<file path="src/core/fps_pkg.sv">
// Purpose: shared constants and types for the flash partition host controller
// Assumes: core clock of 200 MHz; flash on an asynchronous 16-bit bus
// Notes:   least times round up to whole cycles
package fps_pkg;

  // ********************
  // timing
  // ********************
  localparam int CLK_NS       = 5;
  localparam int T_AVS_NS     = 10;
  localparam int T_WP_NS      = 50;
  localparam int T_GAP_NS     = 30;
  localparam int T_ACC_NS     = 80;
  localparam int T_RST_REC_NS = 150;
  localparam int SYNC_STAGES  = 2;

  function automatic logic [7:0] fps_ns_to_cyc(input int ns);
    int c;
    c = (ns + CLK_NS - 1) / CLK_NS;
    if (c < 1)
    begin
      c = 1;
    end
    fps_ns_to_cyc = c[7:0];
  endfunction : fps_ns_to_cyc

  localparam logic [7:0] SU_CYC  = fps_ns_to_cyc(T_AVS_NS);
  localparam logic [7:0] WP_CYC  = fps_ns_to_cyc(T_WP_NS);
  localparam logic [7:0] GAP_CYC = fps_ns_to_cyc(T_GAP_NS);
  // the read strobe is stretched by the synchroniser delay
  localparam logic [7:0] RD_CYC  = fps_ns_to_cyc(T_ACC_NS + SYNC_STAGES * CLK_NS);
  localparam logic [7:0] REC_CYC = fps_ns_to_cyc(T_RST_REC_NS);

  // ********************
  // flash commands and fields
  // ********************
  localparam logic [15:0] CMD_STATUS      = 16'h0070;
  localparam logic [15:0] CMD_CLEAR       = 16'h0050;
  localparam logic [15:0] CMD_CFG_SETUP   = 16'h0060;
  localparam logic [15:0] CMD_CFG_CONFIRM = 16'h0004;
  localparam logic [15:0] CMD_READ_ID     = 16'h0090;
  localparam logic [15:0] CMD_PBUF_SETUP  = 16'h00E8;
  localparam int          READY_BIT       = 7;
  localparam logic [7:0]  STATUS_MASK     = 8'hFE;
  localparam logic [7:0]  ERROR_MASK      = 8'h3A;
  localparam int          LAYOUT_LSB      = 8;
  localparam logic [2:0]  LAYOUT_BOT_DEF  = 3'h1;
  localparam logic [2:0]  LAYOUT_TOP_DEF  = 3'h4;
  localparam logic [21:0] LAYOUT_ID_ADDR  = 22'h000006;
  localparam logic [3:0]  PBUF_TRIES      = 4'h8;

  // ********************
  // register map
  // ********************
  localparam logic [4:0] REG_CTRL   = 5'h00;
  localparam logic [4:0] REG_ADDR   = 5'h04;
  localparam logic [4:0] REG_LAYOUT = 5'h08;
  localparam logic [4:0] REG_STATUS = 5'h0C;
  localparam logic [4:0] REG_ERRORS = 5'h10;
  localparam int         REJECT_BIT = 17;

  typedef enum logic [2:0] {
    OP_NONE       = 3'h0,
    OP_STATUS     = 3'h1,
    OP_POLL       = 3'h2,
    OP_CLEAR      = 3'h3,
    OP_SET_LAYOUT = 3'h4,
    OP_GET_LAYOUT = 3'h5,
    OP_PBUF       = 3'h6
  } fps_op_t;

  typedef struct packed {
    logic        ce_n;
    logic        we_n;
    logic        oe_n;
    logic [21:0] addr;
    logic [15:0] dq_out;
    logic        dq_oe;
  } fps_pins_t;

  localparam fps_pins_t PINS_IDLE = '{1'b1, 1'b1, 1'b1, 22'h000000, 16'h0000, 1'b0};

  // partitions formed by a layout code
  function automatic logic [2:0] fps_part_count(input logic [2:0] code);
    unique case (code)
      3'h0: fps_part_count = 3'h1;
      3'h1, 3'h2, 3'h4: fps_part_count = 3'h2;
      3'h3, 3'h5, 3'h6: fps_part_count = 3'h3;
      3'h7: fps_part_count = 3'h4;
    endcase
  endfunction : fps_part_count

endpackage : fps_pkg

</file>
<file path="src/core/fps_host_ctrl.sv">
// Purpose: host controller that reads partition status and sets partition layout
// Assumes: software on Avalon-MM; flash on its asynchronous pins
// Notes:   commands arriving while busy are refused and flagged
//
// Functional notes
// - Poll bit 7 for completion; bits 6 to 1 invalid while busy.
// - Mask status bits 15 to 8 and bit 0.
// - If not accepted, issue E8H again and recheck.
// - Mask extended status bits 15 to 8 and 6 to 0.
// - Mask partition register bits 15 to 11 and 7 to 0.
// - Set layout by 60H then 04H, code on address 15 to 0.
// - Status read: 70H to partition address, then read same partition.
//
// The Avalon-MM register port and the placing of the registers were decided locally.
`timescale 1ns/1ps
module fps_host_ctrl
  #(
    parameter bit TOP_VARIANT = 1'b0
  )
  (
    input  wire logic          core_clk,
    input  wire logic          reset_n,
    input  wire logic          clk_en,
    input  wire logic [4:0]    avs_address,
    input  wire logic          avs_read,
    input  wire logic          avs_write,
    input  wire logic [31:0]   avs_writedata,
    input  wire logic [3:0]    avs_byteenable,
    output logic [31:0]        avs_readdata,
    output logic               avs_waitrequest,
    output fps_pkg::fps_pins_t flash_pins,
    output logic               flash_rst_n,
    input  wire logic [15:0]   flash_dq_in
  );

  typedef enum logic [2:0] {
    S_RECOV  = 3'b000,
    S_IDLE   = 3'b001,
    S_FIRST  = 3'b011,
    S_FWAIT  = 3'b010,
    S_SECOND = 3'b110,
    S_SWAIT  = 3'b111,
    S_EVAL   = 3'b101
  } fps_state_t;

  localparam logic [2:0] LAYOUT_DEF =
    TOP_VARIANT ? fps_pkg::LAYOUT_TOP_DEF : fps_pkg::LAYOUT_BOT_DEF;

  fps_state_t       state;
  fps_state_t       next_state;
  fps_pkg::fps_op_t op;
  fps_pkg::fps_op_t next_op;
  logic [7:0]       rec_cnt;
  logic [7:0]       next_rec_cnt;
  logic [3:0]       tries;
  logic [3:0]       next_tries;
  logic             cyc_start;
  logic             next_cyc_start;
  logic             cyc_read;
  logic             next_cyc_read;
  logic [21:0]      cyc_addr;
  logic [21:0]      next_cyc_addr;
  logic [15:0]      cyc_wdata;
  logic [15:0]      next_cyc_wdata;
  logic             cyc_done;
  logic [15:0]      cyc_rdata;
  logic [7:0]       stat_byte;
  logic [7:0]       next_stat_byte;
  logic [7:0]       errs;
  logic [7:0]       next_errs;
  logic             buf_avail;
  logic             next_buf_avail;
  logic             gave_up;
  logic             next_gave_up;
  logic [2:0]       layout_rd;
  logic [2:0]       next_layout_rd;
  logic             next_flash_rst_n;
  logic [21:0]      part_addr;
  logic [21:0]      next_part_addr;
  logic [2:0]       layout_req;
  logic [2:0]       next_layout_req;
  logic             rejected;
  logic             next_rejected;
  logic             next_waitrequest;
  logic [31:0]      next_readdata;
  logic             wr_ok;
  logic             ctrl_wr;
  logic             op_valid;
  logic             busy;
  logic             go;
  logic             is_stat;
  logic             ready;
  logic [21:0]      cfg_addr;

  // ********************
  // register slave
  // ********************
  assign wr_ok    = avs_write && !avs_waitrequest;
  assign ctrl_wr  = wr_ok && avs_address == fps_pkg::REG_CTRL && avs_byteenable[0];
  assign op_valid = avs_writedata[2:0] != 3'h0 && avs_writedata[2:0] != 3'h7;
  assign busy     = state != S_IDLE;
  assign go       = ctrl_wr && op_valid && !busy;

  always_comb
  begin
    logic [23:0] addr_tmp;
    addr_tmp         = {2'h0, part_addr};
    next_waitrequest = !((avs_read || avs_write) && avs_waitrequest);
    next_readdata    = avs_readdata;
    next_part_addr   = part_addr;
    next_layout_req  = layout_req;
    // a refusal in the same cycle as its clear survives
    next_rejected    = ctrl_wr && op_valid && busy;
    if (!(wr_ok && avs_address == fps_pkg::REG_STATUS && avs_byteenable[2]
          && avs_writedata[fps_pkg::REJECT_BIT]))
    begin
      next_rejected = next_rejected || rejected;
    end
    // address and layout are frozen while a sequence uses them
    if (wr_ok && !busy && avs_address == fps_pkg::REG_ADDR)
    begin
      for (int b = 0; b < 3; b++)
      begin
        if (avs_byteenable[b])
        begin
          addr_tmp[b*8 +: 8] = avs_writedata[b*8 +: 8];
        end
      end
      next_part_addr = addr_tmp[21:0];
    end
    if (wr_ok && !busy && avs_address == fps_pkg::REG_LAYOUT && avs_byteenable[0])
    begin
      next_layout_req = avs_writedata[2:0];
    end
    if (avs_read && avs_waitrequest)
    begin
      unique case (avs_address)
        fps_pkg::REG_CTRL:
          next_readdata = {15'h0000, busy, 13'h0000, op};
        fps_pkg::REG_ADDR:
          next_readdata = {10'h000, part_addr};
        fps_pkg::REG_LAYOUT:
          next_readdata = {25'h0000000, fps_pkg::fps_part_count(layout_req), 1'b0, layout_req};
        fps_pkg::REG_STATUS:
          next_readdata = {12'h000, stat_byte[5] && stat_byte[4],
                           gave_up, rejected, busy, 1'b0,
                           fps_pkg::fps_part_count(layout_rd), layout_rd,
                           buf_avail, stat_byte};
        fps_pkg::REG_ERRORS:
          next_readdata = {24'h000000, errs};
        default:
          next_readdata = 32'h00000000;
      endcase
    end
  end

  always_ff @(posedge core_clk or negedge reset_n)
  begin
    if (!reset_n)
    begin
      avs_waitrequest <= 1'b1;
      avs_readdata    <= 32'h00000000;
      part_addr       <= 22'h000000;
      layout_req      <= LAYOUT_DEF;
      rejected        <= 1'b0;
    end
    else if (clk_en)
    begin
      avs_waitrequest <= next_waitrequest;
      avs_readdata    <= next_readdata;
      part_addr       <= next_part_addr;
      layout_req      <= next_layout_req;
      rejected        <= next_rejected;
    end
  end

  // ********************
  // command sequencer
  // ********************
  assign is_stat  = op == fps_pkg::OP_STATUS || op == fps_pkg::OP_POLL;
  assign ready    = cyc_rdata[fps_pkg::READY_BIT];
  assign cfg_addr = {part_addr[21:16], 5'h00, layout_req, 8'h00};

  always_comb
  begin
    next_state       = state;
    next_op          = op;
    next_rec_cnt     = rec_cnt;
    next_tries       = tries;
    next_cyc_start   = 1'b0;
    next_cyc_read    = cyc_read;
    next_cyc_addr    = cyc_addr;
    next_cyc_wdata   = cyc_wdata;
    next_stat_byte   = stat_byte;
    next_errs        = errs;
    next_buf_avail   = buf_avail;
    next_gave_up     = gave_up;
    next_layout_rd   = layout_rd;
    next_flash_rst_n = 1'b1;
    unique case (state)
      S_RECOV:
        // the flash needs recovery time after its reset pin rises
        if (rec_cnt == fps_pkg::REC_CYC)
        begin
          next_state = S_IDLE;
        end
        else
        begin
          next_rec_cnt = rec_cnt + 8'h01;
        end
      S_IDLE:
        if (go)
        begin
          next_op      = fps_pkg::fps_op_t'(avs_writedata[2:0]);
          next_tries   = 4'h0;
          next_gave_up = 1'b0;
          next_state   = S_FIRST;
        end
      S_FIRST:
      begin
        next_cyc_start = 1'b1;
        next_cyc_read  = 1'b0;
        next_cyc_addr  = part_addr;
        unique case (op)
          fps_pkg::OP_CLEAR:
            next_cyc_wdata = fps_pkg::CMD_CLEAR;
          fps_pkg::OP_SET_LAYOUT:
          begin
            next_cyc_wdata = fps_pkg::CMD_CFG_SETUP;
            next_cyc_addr  = cfg_addr;
          end
          fps_pkg::OP_GET_LAYOUT:
            next_cyc_wdata = fps_pkg::CMD_READ_ID;
          fps_pkg::OP_PBUF:
            next_cyc_wdata = fps_pkg::CMD_PBUF_SETUP;
          default:
            next_cyc_wdata = fps_pkg::CMD_STATUS;
        endcase
        next_state = S_FWAIT;
      end
      S_FWAIT:
        if (cyc_done)
        begin
          if (op == fps_pkg::OP_CLEAR)
          begin
            next_errs  = 8'h00;
            next_state = S_IDLE;
          end
          else
          begin
            next_state = S_SECOND;
          end
        end
      S_SECOND:
      begin
        next_cyc_start = 1'b1;
        next_cyc_read  = op != fps_pkg::OP_SET_LAYOUT;
        next_cyc_wdata = fps_pkg::CMD_CFG_CONFIRM;
        if (op == fps_pkg::OP_SET_LAYOUT)
        begin
          next_cyc_addr = cfg_addr;
        end
        else if (op == fps_pkg::OP_GET_LAYOUT)
        begin
          next_cyc_addr = fps_pkg::LAYOUT_ID_ADDR;
        end
        else
        begin
          next_cyc_addr = part_addr;
        end
        next_state = S_SWAIT;
      end
      S_SWAIT:
        if (cyc_done)
        begin
          next_state = S_EVAL;
        end
      S_EVAL:
      begin
        next_state = S_IDLE;
        if (is_stat)
        begin
          // error bits only mean something once the engine is ready
          next_stat_byte = ready ? (cyc_rdata[7:0] & fps_pkg::STATUS_MASK) : 8'h00;
          if (ready)
          begin
            next_errs = errs | (cyc_rdata[7:0] & fps_pkg::ERROR_MASK);
          end
          if (op == fps_pkg::OP_POLL && !ready)
          begin
            next_state = S_SECOND;
          end
        end
        else if (op == fps_pkg::OP_PBUF)
        begin
          next_buf_avail = ready;
          if (!ready && tries != fps_pkg::PBUF_TRIES)
          begin
            next_tries = tries + 4'h1;
            next_state = S_FIRST;
          end
          else if (!ready)
          begin
            next_gave_up = 1'b1;
          end
        end
        else if (op == fps_pkg::OP_GET_LAYOUT)
        begin
          next_layout_rd = cyc_rdata[fps_pkg::LAYOUT_LSB +: 3];
        end
      end
      default:
        next_state = S_IDLE;
    endcase
  end

  always_ff @(posedge core_clk or negedge reset_n)
  begin
    if (!reset_n)
    begin
      state       <= S_RECOV;
      op          <= fps_pkg::OP_NONE;
      rec_cnt     <= 8'h00;
      tries       <= 4'h0;
      cyc_start   <= 1'b0;
      cyc_read    <= 1'b0;
      cyc_addr    <= 22'h000000;
      cyc_wdata   <= 16'h0000;
      stat_byte   <= 8'h00;
      errs        <= 8'h00;
      buf_avail   <= 1'b0;
      gave_up     <= 1'b0;
      layout_rd   <= 3'h0;
      flash_rst_n <= 1'b0;
    end
    else if (clk_en)
    begin
      state       <= next_state;
      op          <= next_op;
      rec_cnt     <= next_rec_cnt;
      tries       <= next_tries;
      cyc_start   <= next_cyc_start;
      cyc_read    <= next_cyc_read;
      cyc_addr    <= next_cyc_addr;
      cyc_wdata   <= next_cyc_wdata;
      stat_byte   <= next_stat_byte;
      errs        <= next_errs;
      buf_avail   <= next_buf_avail;
      gave_up     <= next_gave_up;
      layout_rd   <= next_layout_rd;
      flash_rst_n <= next_flash_rst_n;
    end
  end

  fps_bus_cycle u_cycle
    (
      .core_clk (core_clk),
      .reset_n  (reset_n),
      .clk_en   (clk_en),
      .start    (cyc_start),
      .is_read  (cyc_read),
      .addr     (cyc_addr),
      .wdata    (cyc_wdata),
      .dq_in    (flash_dq_in),
      .pins     (flash_pins),
      .done     (cyc_done),
      .rdata    (cyc_rdata)
    );
endmodule : fps_host_ctrl

</file>
<file path="src/core/fps_bus_cycle.sv">
// Purpose: one asynchronous flash bus cycle, write or read, timed in core clocks
// Assumes: start only taken while idle; done pulses once per cycle
// Notes:   data pins pass two flip-flops before capture
`timescale 1ns/1ps
module fps_bus_cycle
  (
    input  wire logic              core_clk,
    input  wire logic              reset_n,
    input  wire logic              clk_en,
    input  wire logic              start,
    input  wire logic              is_read,
    input  wire logic [21:0]       addr,
    input  wire logic [15:0]       wdata,
    input  wire logic [15:0]       dq_in,
    output fps_pkg::fps_pins_t     pins,
    output logic                   done,
    output logic [15:0]            rdata
  );

  typedef enum logic [1:0] {
    E_IDLE  = 2'b00,
    E_SETUP = 2'b01,
    E_PULSE = 2'b11,
    E_GAP   = 2'b10
  } fps_eng_state_t;

  fps_eng_state_t     state;
  fps_eng_state_t     next_state;
  logic [7:0]         cnt;
  logic [7:0]         next_cnt;
  logic               rd;
  logic               next_rd;
  logic               next_done;
  logic [15:0]        next_rdata;
  fps_pkg::fps_pins_t next_pins;
  logic [15:0]        dq_s1;
  logic [15:0]        dq_s2;

  // ********************
  // cycle sequencer
  // ********************
  always_comb
  begin
    next_state = state;
    next_cnt   = cnt;
    next_rd    = rd;
    next_done  = 1'b0;
    next_rdata = rdata;
    next_pins  = pins;
    unique case (state)
      E_IDLE:
        if (start)
        begin
          // address settles before any strobe falls
          next_pins.addr   = addr;
          next_pins.dq_out = wdata;
          next_rd          = is_read;
          next_cnt         = fps_pkg::SU_CYC;
          next_state       = E_SETUP;
        end
      E_SETUP:
        if (cnt == 8'h01)
        begin
          next_pins.ce_n  = 1'b0;
          next_pins.oe_n  = !rd;
          next_pins.we_n  = rd;
          next_pins.dq_oe = !rd;
          next_cnt        = rd ? fps_pkg::RD_CYC : fps_pkg::WP_CYC;
          next_state      = E_PULSE;
        end
        else
        begin
          next_cnt = cnt - 8'h01;
        end
      E_PULSE:
        if (cnt == 8'h01)
        begin
          next_pins.ce_n  = 1'b1;
          next_pins.oe_n  = 1'b1;
          next_pins.we_n  = 1'b1;
          next_pins.dq_oe = 1'b0;
          if (rd)
          begin
            next_rdata = dq_s2;
          end
          next_cnt   = fps_pkg::GAP_CYC;
          next_state = E_GAP;
        end
        else
        begin
          next_cnt = cnt - 8'h01;
        end
      E_GAP:
        if (cnt == 8'h01)
        begin
          next_done  = 1'b1;
          next_state = E_IDLE;
        end
        else
        begin
          next_cnt = cnt - 8'h01;
        end
    endcase
  end

  always_ff @(posedge core_clk or negedge reset_n)
  begin
    if (!reset_n)
    begin
      state <= E_IDLE;
      cnt   <= 8'h00;
      rd    <= 1'b0;
      done  <= 1'b0;
      rdata <= 16'h0000;
      pins  <= fps_pkg::PINS_IDLE;
      dq_s1 <= 16'h0000;
      dq_s2 <= 16'h0000;
    end
    else if (clk_en)
    begin
      state <= next_state;
      cnt   <= next_cnt;
      rd    <= next_rd;
      done  <= next_done;
      rdata <= next_rdata;
      pins  <= next_pins;
      dq_s1 <= dq_in;
      dq_s2 <= dq_s1;
    end
  end

endmodule : fps_bus_cycle

</file>
<file path="config.mk">
export PLATFORM = sky130hd
export DESIGN_NAME = fps_host_ctrl
export DESIGN_NICKNAME = d
export VERILOG_FILES = /design/src/core/fps_pkg.sv /design/src/core/fps_host_ctrl.sv /design/src/core/fps_bus_cycle.sv
export SDC_FILE = /design/constraint.sdc
export NUM_CORES = 1
export LEC_CHECK = 0
export ABC_AREA = 1
export ABC_CLOCK_PERIOD_IN_PS = 3800
export BUFFER_PORTS_ARGS = -buffer_cell sky130_fd_sc_hd__buf_2
export CAP_MARGIN = 40
export CORE_MARGIN = 5
export CORE_UTILIZATION = 60
export DETAILED_ROUTE_END_ITERATION = 16
export HOLD_SLACK_MARGIN = 0.06
export PLACE_DENSITY = 0.91
export SETUP_SLACK_MARGIN = 0.02
export SKIP_LAST_GASP = 1
export SYNTH_ARGS = -nofsm -noshare
export SYNTH_HDL_FRONTEND = slang
export SYNTH_SLANG_ARGS = --single-unit
</file>
<file path="constraint.sdc">
create_clock -name core_clk -period 3.8 [get_ports core_clk]
set_clock_uncertainty 0.05 [all_clocks]
set_input_delay 0.19 -clock core_clk [delete_from_list [all_inputs] [get_ports core_clk]]
set_output_delay 0.19 -clock core_clk [all_outputs]
set_load 0.05 [all_outputs]
</file>
# ---- After elaboration in Yosys (flattened, before gate mapping)
# Memories as Yosys holds them, arrays and structs flattened.
# Cells that the tools add are included.
dict set report classes {
  addsub 3
  n_eq_ne 42
  n_mux 56
  n_bitwise 4
  n_reduce_logical 56
}
# op count
set op_table {}
lappend op_table {{22-bit one-hot mux with 5 select lines} 1}
lappend op_table {{8-bit two-way mux} 9}
lappend op_table {{8-bit one-hot mux with 4 select lines} 2}
lappend op_table {{22-bit two-way mux} 2}
lappend op_table {{22-bit one-hot mux with 2 select lines} 1}
lappend op_table {{16-bit one-hot mux with 2 select lines} 1}
lappend op_table {{3-bit two-way mux} 9}
lappend op_table {{3-bit AND reduction} 8}
lappend op_table {{2-bit != test (second input constant)} 11}
lappend op_table {{3-bit one-hot mux with 7 select lines} 1}
lappend op_table {{1-bit logical AND} 19}
lappend op_table {{3-bit == test (second input constant)} 6}
lappend op_table {{16-bit two-way mux} 1}
lappend op_table {{4-bit two-way mux} 4}
lappend op_table {{8-bit one-hot mux with 2 select lines} 1}
lappend op_table {{5-bit AND reduction} 3}
lappend op_table {{3-bit by 2-bit == test with 1-bit output (second input constant)} 4}
lappend op_table {{2-bit two-way mux} 6}
lappend op_table {{2-bit by 1-bit != test with 1-bit output (second input constant)} 6}
lappend op_table {{4-bit AND reduction} 3}
lappend op_table {{6-bit AND reduction} 2}
lappend op_table {{1-bit two-way mux} 11}
lappend op_table {{5-bit by 4-bit == test with 1-bit output (second input constant)} 2}
lappend op_table {{8-bit by 1-bit adder with 8-bit output (second input constant)} 1}
lappend op_table {{29 further kinds} 47}
dict set report word_totals {
  ff_bits 226
  rom_bits 48
  in_bits 62
  out_inout_bits 76
  wordCells 197
  memories 2
}
# memory depth width read_ports rd_ports_with_merged_regs wr line
set memory_table {}
lappend memory_table {{(name not given)} 8 3 1 0 0 fps_pkg.sv:85} ;# unique case (code)
lappend memory_table {{(name not given)} 8 3 1 0 0 fps_pkg.sv:85}

# ---- Depth between registers and ports, before layout
dict set report logic_depth {
  ltp_word 8
  depth_mapped 11
  mapped_depth_nobuf 11
}

# ---- Cells and area by module
# From an unflattened synthesis, not the netlist that was laid out.
dict set report unflattened {
  hier_cells 1116
  area_unflattened_um2 10314.9
}
# mod n_inst cells_per_inst area_each_um2 seq_area_each_um2
set by_module_without_submodules {}
lappend by_module_without_submodules {fps_host_ctrl 1 718 5883.1 2855.2}
lappend by_module_without_submodules {fps_bus_cycle 1 398 4431.8 2556.2}

# ---- Worst setup path before layout
# No wires, ideal clock.
dict set report synth_path {
  kind {reg2reg}
  startpoint {register avs_waitrequest}
  endpoint {register state[1]}
  setup_ps 116
  arrival_time_ps 1397
  t_required_ps 3634
  setup_slack_ps 2236
  path_stages_with_launch 10
  path_buffers 0
  period_less_slack_ps 1564
  cell_sequence {dfstp_2 inv_1 nand3_1 nor2_1 nand3_1 nand2_1 inv_1 nor2_1 nand2_1 nand2_1}
}
dict set report synth_via {
  elab_chain_len 8
}
# item line
set synth_lines {}
lappend synth_lines {{from (decl)} fps_host_ctrl.sv:30} ;# output logic avs_waitrequest,
lappend synth_lines {{from (signal assigned)} fps_host_ctrl.sv:169} ;# avs_waitrequest <= next_waitrequest;
lappend synth_lines {{1-bit zero test} fps_host_ctrl.sv:98} ;# assign wr_ok = avs_write && !avs_waitrequest;
lappend synth_lines {{1-bit logical AND} fps_host_ctrl.sv:98}
lappend synth_lines {{1-bit logical AND (2 in a row)} fps_host_ctrl.sv:99} ;# assign ctrl_wr = wr_ok && avs_address == fps_pkg::REG_CTRL && avs_byteenable[0];
lappend synth_lines {{1-bit logical AND (2 in a row)} fps_host_ctrl.sv:102} ;# assign go = ctrl_wr && op_valid && !busy;
lappend synth_lines {{2-bit != test (no source line)} --}
lappend synth_lines {{5-bit AND reduction (no source line)} --}
lappend synth_lines {{to (signal assigned)} fps_host_ctrl.sv:338} ;# state <= next_state;
lappend synth_lines {{to (decl)} fps_host_ctrl.sv:49} ;# fps_state_t state;
# Every way passes these cells.
# A chain may end at the register's enable or synchronous reset.

# ---- Worst setup path after layout
dict set report layout_path {
  startpoint {register state[0]}
  endpoint {register cyc_addr[1]}
}
dict set report layout_via {
  elab_chain_len 3
  word_cells_on_any_way 5
  cone_classes {eq/ne: 2; mux: 1; reduce/logical: 2}
}
# item line
set layout_lines {}
lappend layout_lines {{3-bit == test or 3-bit by 2-bit == test with 1-bit output (tied branches)} fps_host_ctrl.sv:200} ;# unique case (state)
lappend layout_lines {{2-bit nonzero test (no source line)} --}
lappend layout_lines {{2-bit AND reduction (no source line)} --}
lappend layout_lines {{to (signal assigned)} fps_host_ctrl.sv:344} ;# cyc_addr <= next_cyc_addr;
lappend layout_lines {{to (decl)} fps_host_ctrl.sv:61} ;# logic [21:0] cyc_addr;
# Parallel ways exist; a longest one is shown, timed or not.

==> results.sh <==
export IMPL_dieHeight_um=131
export IMPL_portBuffers=100
export IMPL_worstMarginPinSlew_ns=0.710
export IMPL_fmax_mhz=437
export IMPL_grt_pass1_vias=6991
export IMPL_syn_inst=1047
export IMPL_pwr_share_comb_pct=32.0
export IMPL_num_vias=7368
export IMPL_clk_latency_ns=0.45
export IMPL_synthAdderAreaFrac_pct=1.72
export IMPL_drc=0
export IMPL_synth_area_per_cell_um2=8.35
export IMPL_grtUsageTotal_pct=24.6
export IMPL_finalSetupViolations=0
export IMPL_arrival_ns=2.59
export IMPL_final_cell_mix="nand2_1 (288), dfrtp_1 (183), o21ai_0 (139), inv_1 (138), buf_2 (99)"
export IMPL_die_area_um2=17100
export IMPL_min_path_type="primary input to register"
export IMPL_ys_ff_latch=188
export IMPL_cp_max_fo=38
export IMPL_cts_buffers=17
export IMPL_vias_per_cell=5.39
export IMPL_drive_above_1_share_pct=14.2
export IMPL_rr_endpoint="cyc_addr[1]"
export IMPL_antenna_found_initial=3
export IMPL_maxCapViolations=0
export IMPL_clockBufferDepth=2
export IMPL_min_period_ns=2.29
export IMPL_initial_utilization_pct=60.6
export IMPL_internal_power_w=0.00397
export IMPL_hold_viol=0
export IMPL_h_tree_depth=4
export IMPL_ios=138
export IMPL_design_core_area_um2=14400
export IMPL_wirelength_um=20200
export IMPL_power_density_nw_per_um2=646
export IMPL_power_leakage_nw=5.32
export IMPL_run_status="complete, no violations"
export IMPL_post_synth_num_cell_types=38
export IMPL_cts_setup_buffers=0
export IMPL_drtIter0Drc=672
export IMPL_final_common_cell="nand2_1"
export IMPL_critical_path_slowest_cell="nand2_2"
export IMPL_start_kind="register"
export IMPL_slew_violations=0
export IMPL_dr_pass1_iters=7
export IMPL_slowest_delay_ns=0.50
export IMPL_cts_root_buf="clkbuf_16"
export IMPL_pwr_share_clk_pct=26.6
export IMPL_drt_wirelength_per_cell_um=14.8
export IMPL_fin_crit_sh_pct=60.2
export IMPL_yosysSeqAreaShare_pct=53.9
export IMPL_cts_resized=0
export IMPL_die_x_um=131
export IMPL_cts_tree="done"
export IMPL_synthMuxAreaShare_pct=0
export IMPL_endpoint_kind="register"
export IMPL_dp_hpwl_um=13500
export IMPL_synth_simple_gate_area_share_pct=21.2
export IMPL_gp_congestion=0.861
export IMPL_clkSinkCount=188
export IMPL_critPathCapture="cyc_addr[1]"
export IMPL_clk_pin_slew_ns=0.07
export IMPL_fillers=1010
export IMPL_worst_setup_path_type="register to register"
export IMPL_synth_xor_area_share_pct=1.40
export IMPL_ys_warn_count=0
export IMPL_antenna_left=0
export IMPL_num_rows=44
export IMPL_r2r_slack_ns=1.51
export IMPL_netSwitchingFraction_pct=40.0
export IMPL_p_total_w=0.00662
export IMPL_grt_pass1_wl_um=33200
export IMPL_pwr_share_seq_pct=41.4
export IMPL_timing_rr_start="state[0]"
export IMPL_hold_buffers=35
export IMPL_synth_compound_area_share_pct=11.7
export IMPL_synth_area_um2=8750
export IMPL_cp_startpoint="state[0]"
export IMPL_p_switching_w=0.00265
export IMPL_synth_top_family_by_area="simple AND/OR/NAND/NOR gates"
export IMPL_vdd_drop_max_mv=0.347
export IMPL_setup_tns_ns=0
export IMPL_worstPathRequired_ns=4.10
export IMPL_nNetsFinal=1243
export IMPL_whs_ns=0.0782
export IMPL_grt_max_degree=91
export IMPL_ff2ff_path_depth=10
export IMPL_rsz0062_at_grt="no"
export IMPL_slew_limit_headroom_pct=52.5
export IMPL_worstPathCellList="inv_1 -> nor2_4 -> nand2_1 -> inv_1 -> nand2_1 -> nand2_2 -> inv_2 -> nor2_4 -> o21ai_0 -> o21ai_0"
export IMPL_grt_ovfl_total=0
export IMPL_area_delta_synth_final_pct=17.2
## cell families after synthesis
family,Yosys count
AO/OA/AOI/OAI,195
XOR/XNOR,14
adder cells (fa/ha/maj),12
buffers and inverters,201
flip-flops,188
other,1
AND/OR/NAND/NOR,436
## how the worst min path moves through the flow
stage            start              end  slack (ns)  depth (start not counted)
2_1_floorplan  reset_n  avs_readdata[0]       -0.16                          0
3_3_place_gp   reset_n       rec_cnt[3]        0.30                          1
3_5_place_dp   reset_n       rec_cnt[3]       -0.01                          1
4_1_cts         clk_en        cyc_start        0.07                          2
5_1_grt         clk_en        cyc_start        0.09                          2
6_report        clk_en        cyc_start        0.08                          2
## per-stage QoR
step | util (%) | area (um2) | worst slack [ns] | std cells
floorplan | - | 8820 | 2.24 | 1066
global placement | 64.2 | 9260 | 1.49 | 1297
detailed placement | 64.5 | 9310 | 1.45 | 1299
CTS | 71.1 | 10200 | 1.53 | 1366
global route | 71.1 | 10300 | 1.32 | 1367
finish | 71.1 | 10300 | 1.51 | 1367
## power by group through the flow
stage | logic [W] | clock network (W) | registers [W]
3_5_place_dp | 0.00206 | 0 | 0.00276
4_1_cts | 0.00211 | 0.00178 | 0.00273
2_1_floorplan | 0.00104 | 0 | 0.00329
5_1_grt | 0.00234 | 0.00187 | 0.00279
6_report | 0.00212 | 0.00176 | 0.00274
3_3_place_gp | 0.00198 | 0 | 0.00274
## registers in the layout, summed over array words and instances, names as in the netlist, 6 cells and up
register	cells
u_cycle.pins	32
avs_readdata	22
cyc_addr	22
part_addr	22
u_cycle.dq_s1	10
u_cycle.dq_s2	10
u_cycle.rdata	10
rec_cnt	8
u_cycle.cnt	8
stat_byte	7
cyc_wdata	6
## synthesized netlist by cell type (all sizes together)
cell type / number / share of area, %
o32ai: 1 / 0.10
clkbuf: 14 / 0.62
nor3: 10 / 0.83
buf: 43 / 3.3
nand3b: 1 / 0.086
o21ai: 154 / 8.9
nand2: 292 / 13
o221ai: 1 / 0.10
o22ai: 9 / 0.64
conb: 1 / 0.043
xnor2: 3 / 0.30
nand4: 12 / 1.1
ha: 12 / 1.7
o211ai: 9 / 0.77
dfrtp: 183 / 52
inv: 144 / 6.2
a21oi: 20 / 1.1
o21a: 1 / 0.086
nor3b: 1 / 0.086
nor2: 61 / 3.0
nor4: 1 / 0.072
dfstp: 5 / 1.5
nand3: 57 / 3.3
or2: 1 / 0.072
xor2: 11 / 1.1
## area by class of cell
type	count	area (um2)	area share [%]
Sequential cell	188	4710	45.9
Multi-Input combinational cell	677	3230	31.5
Timing Repair Buffer	141	947	9.24
Inverter	144	541	5.27
Clock buffer	18	439	4.28
Tap cell	184	230	2.25
Clock inverter	14	154	1.50
Antenna cell	1	2.50	0.0244
## worst max-delay path, delay by kind of cell (launching register included)
| family | cells | cell delay, ns |
|---|---|---|
| flops | 1 | 0.44 |
| buf+inv | 3 | 0.33 |
| compound gates | 2 | 0.27 |
| simple gates | 5 | 1.09 |
## routing by layer
| metal | global-route usage [%] | wire length, um |
|---|---|---|
| met1 | 31.9 | 8390 |
| met2 | 40.1 | 9670 |
| met3 | 5.89 | 1560 |
| met4 | 10.3 | 589 |
| met5 | 0 | 34 |
Note: power is estimated with default switching activity, not from simulation.
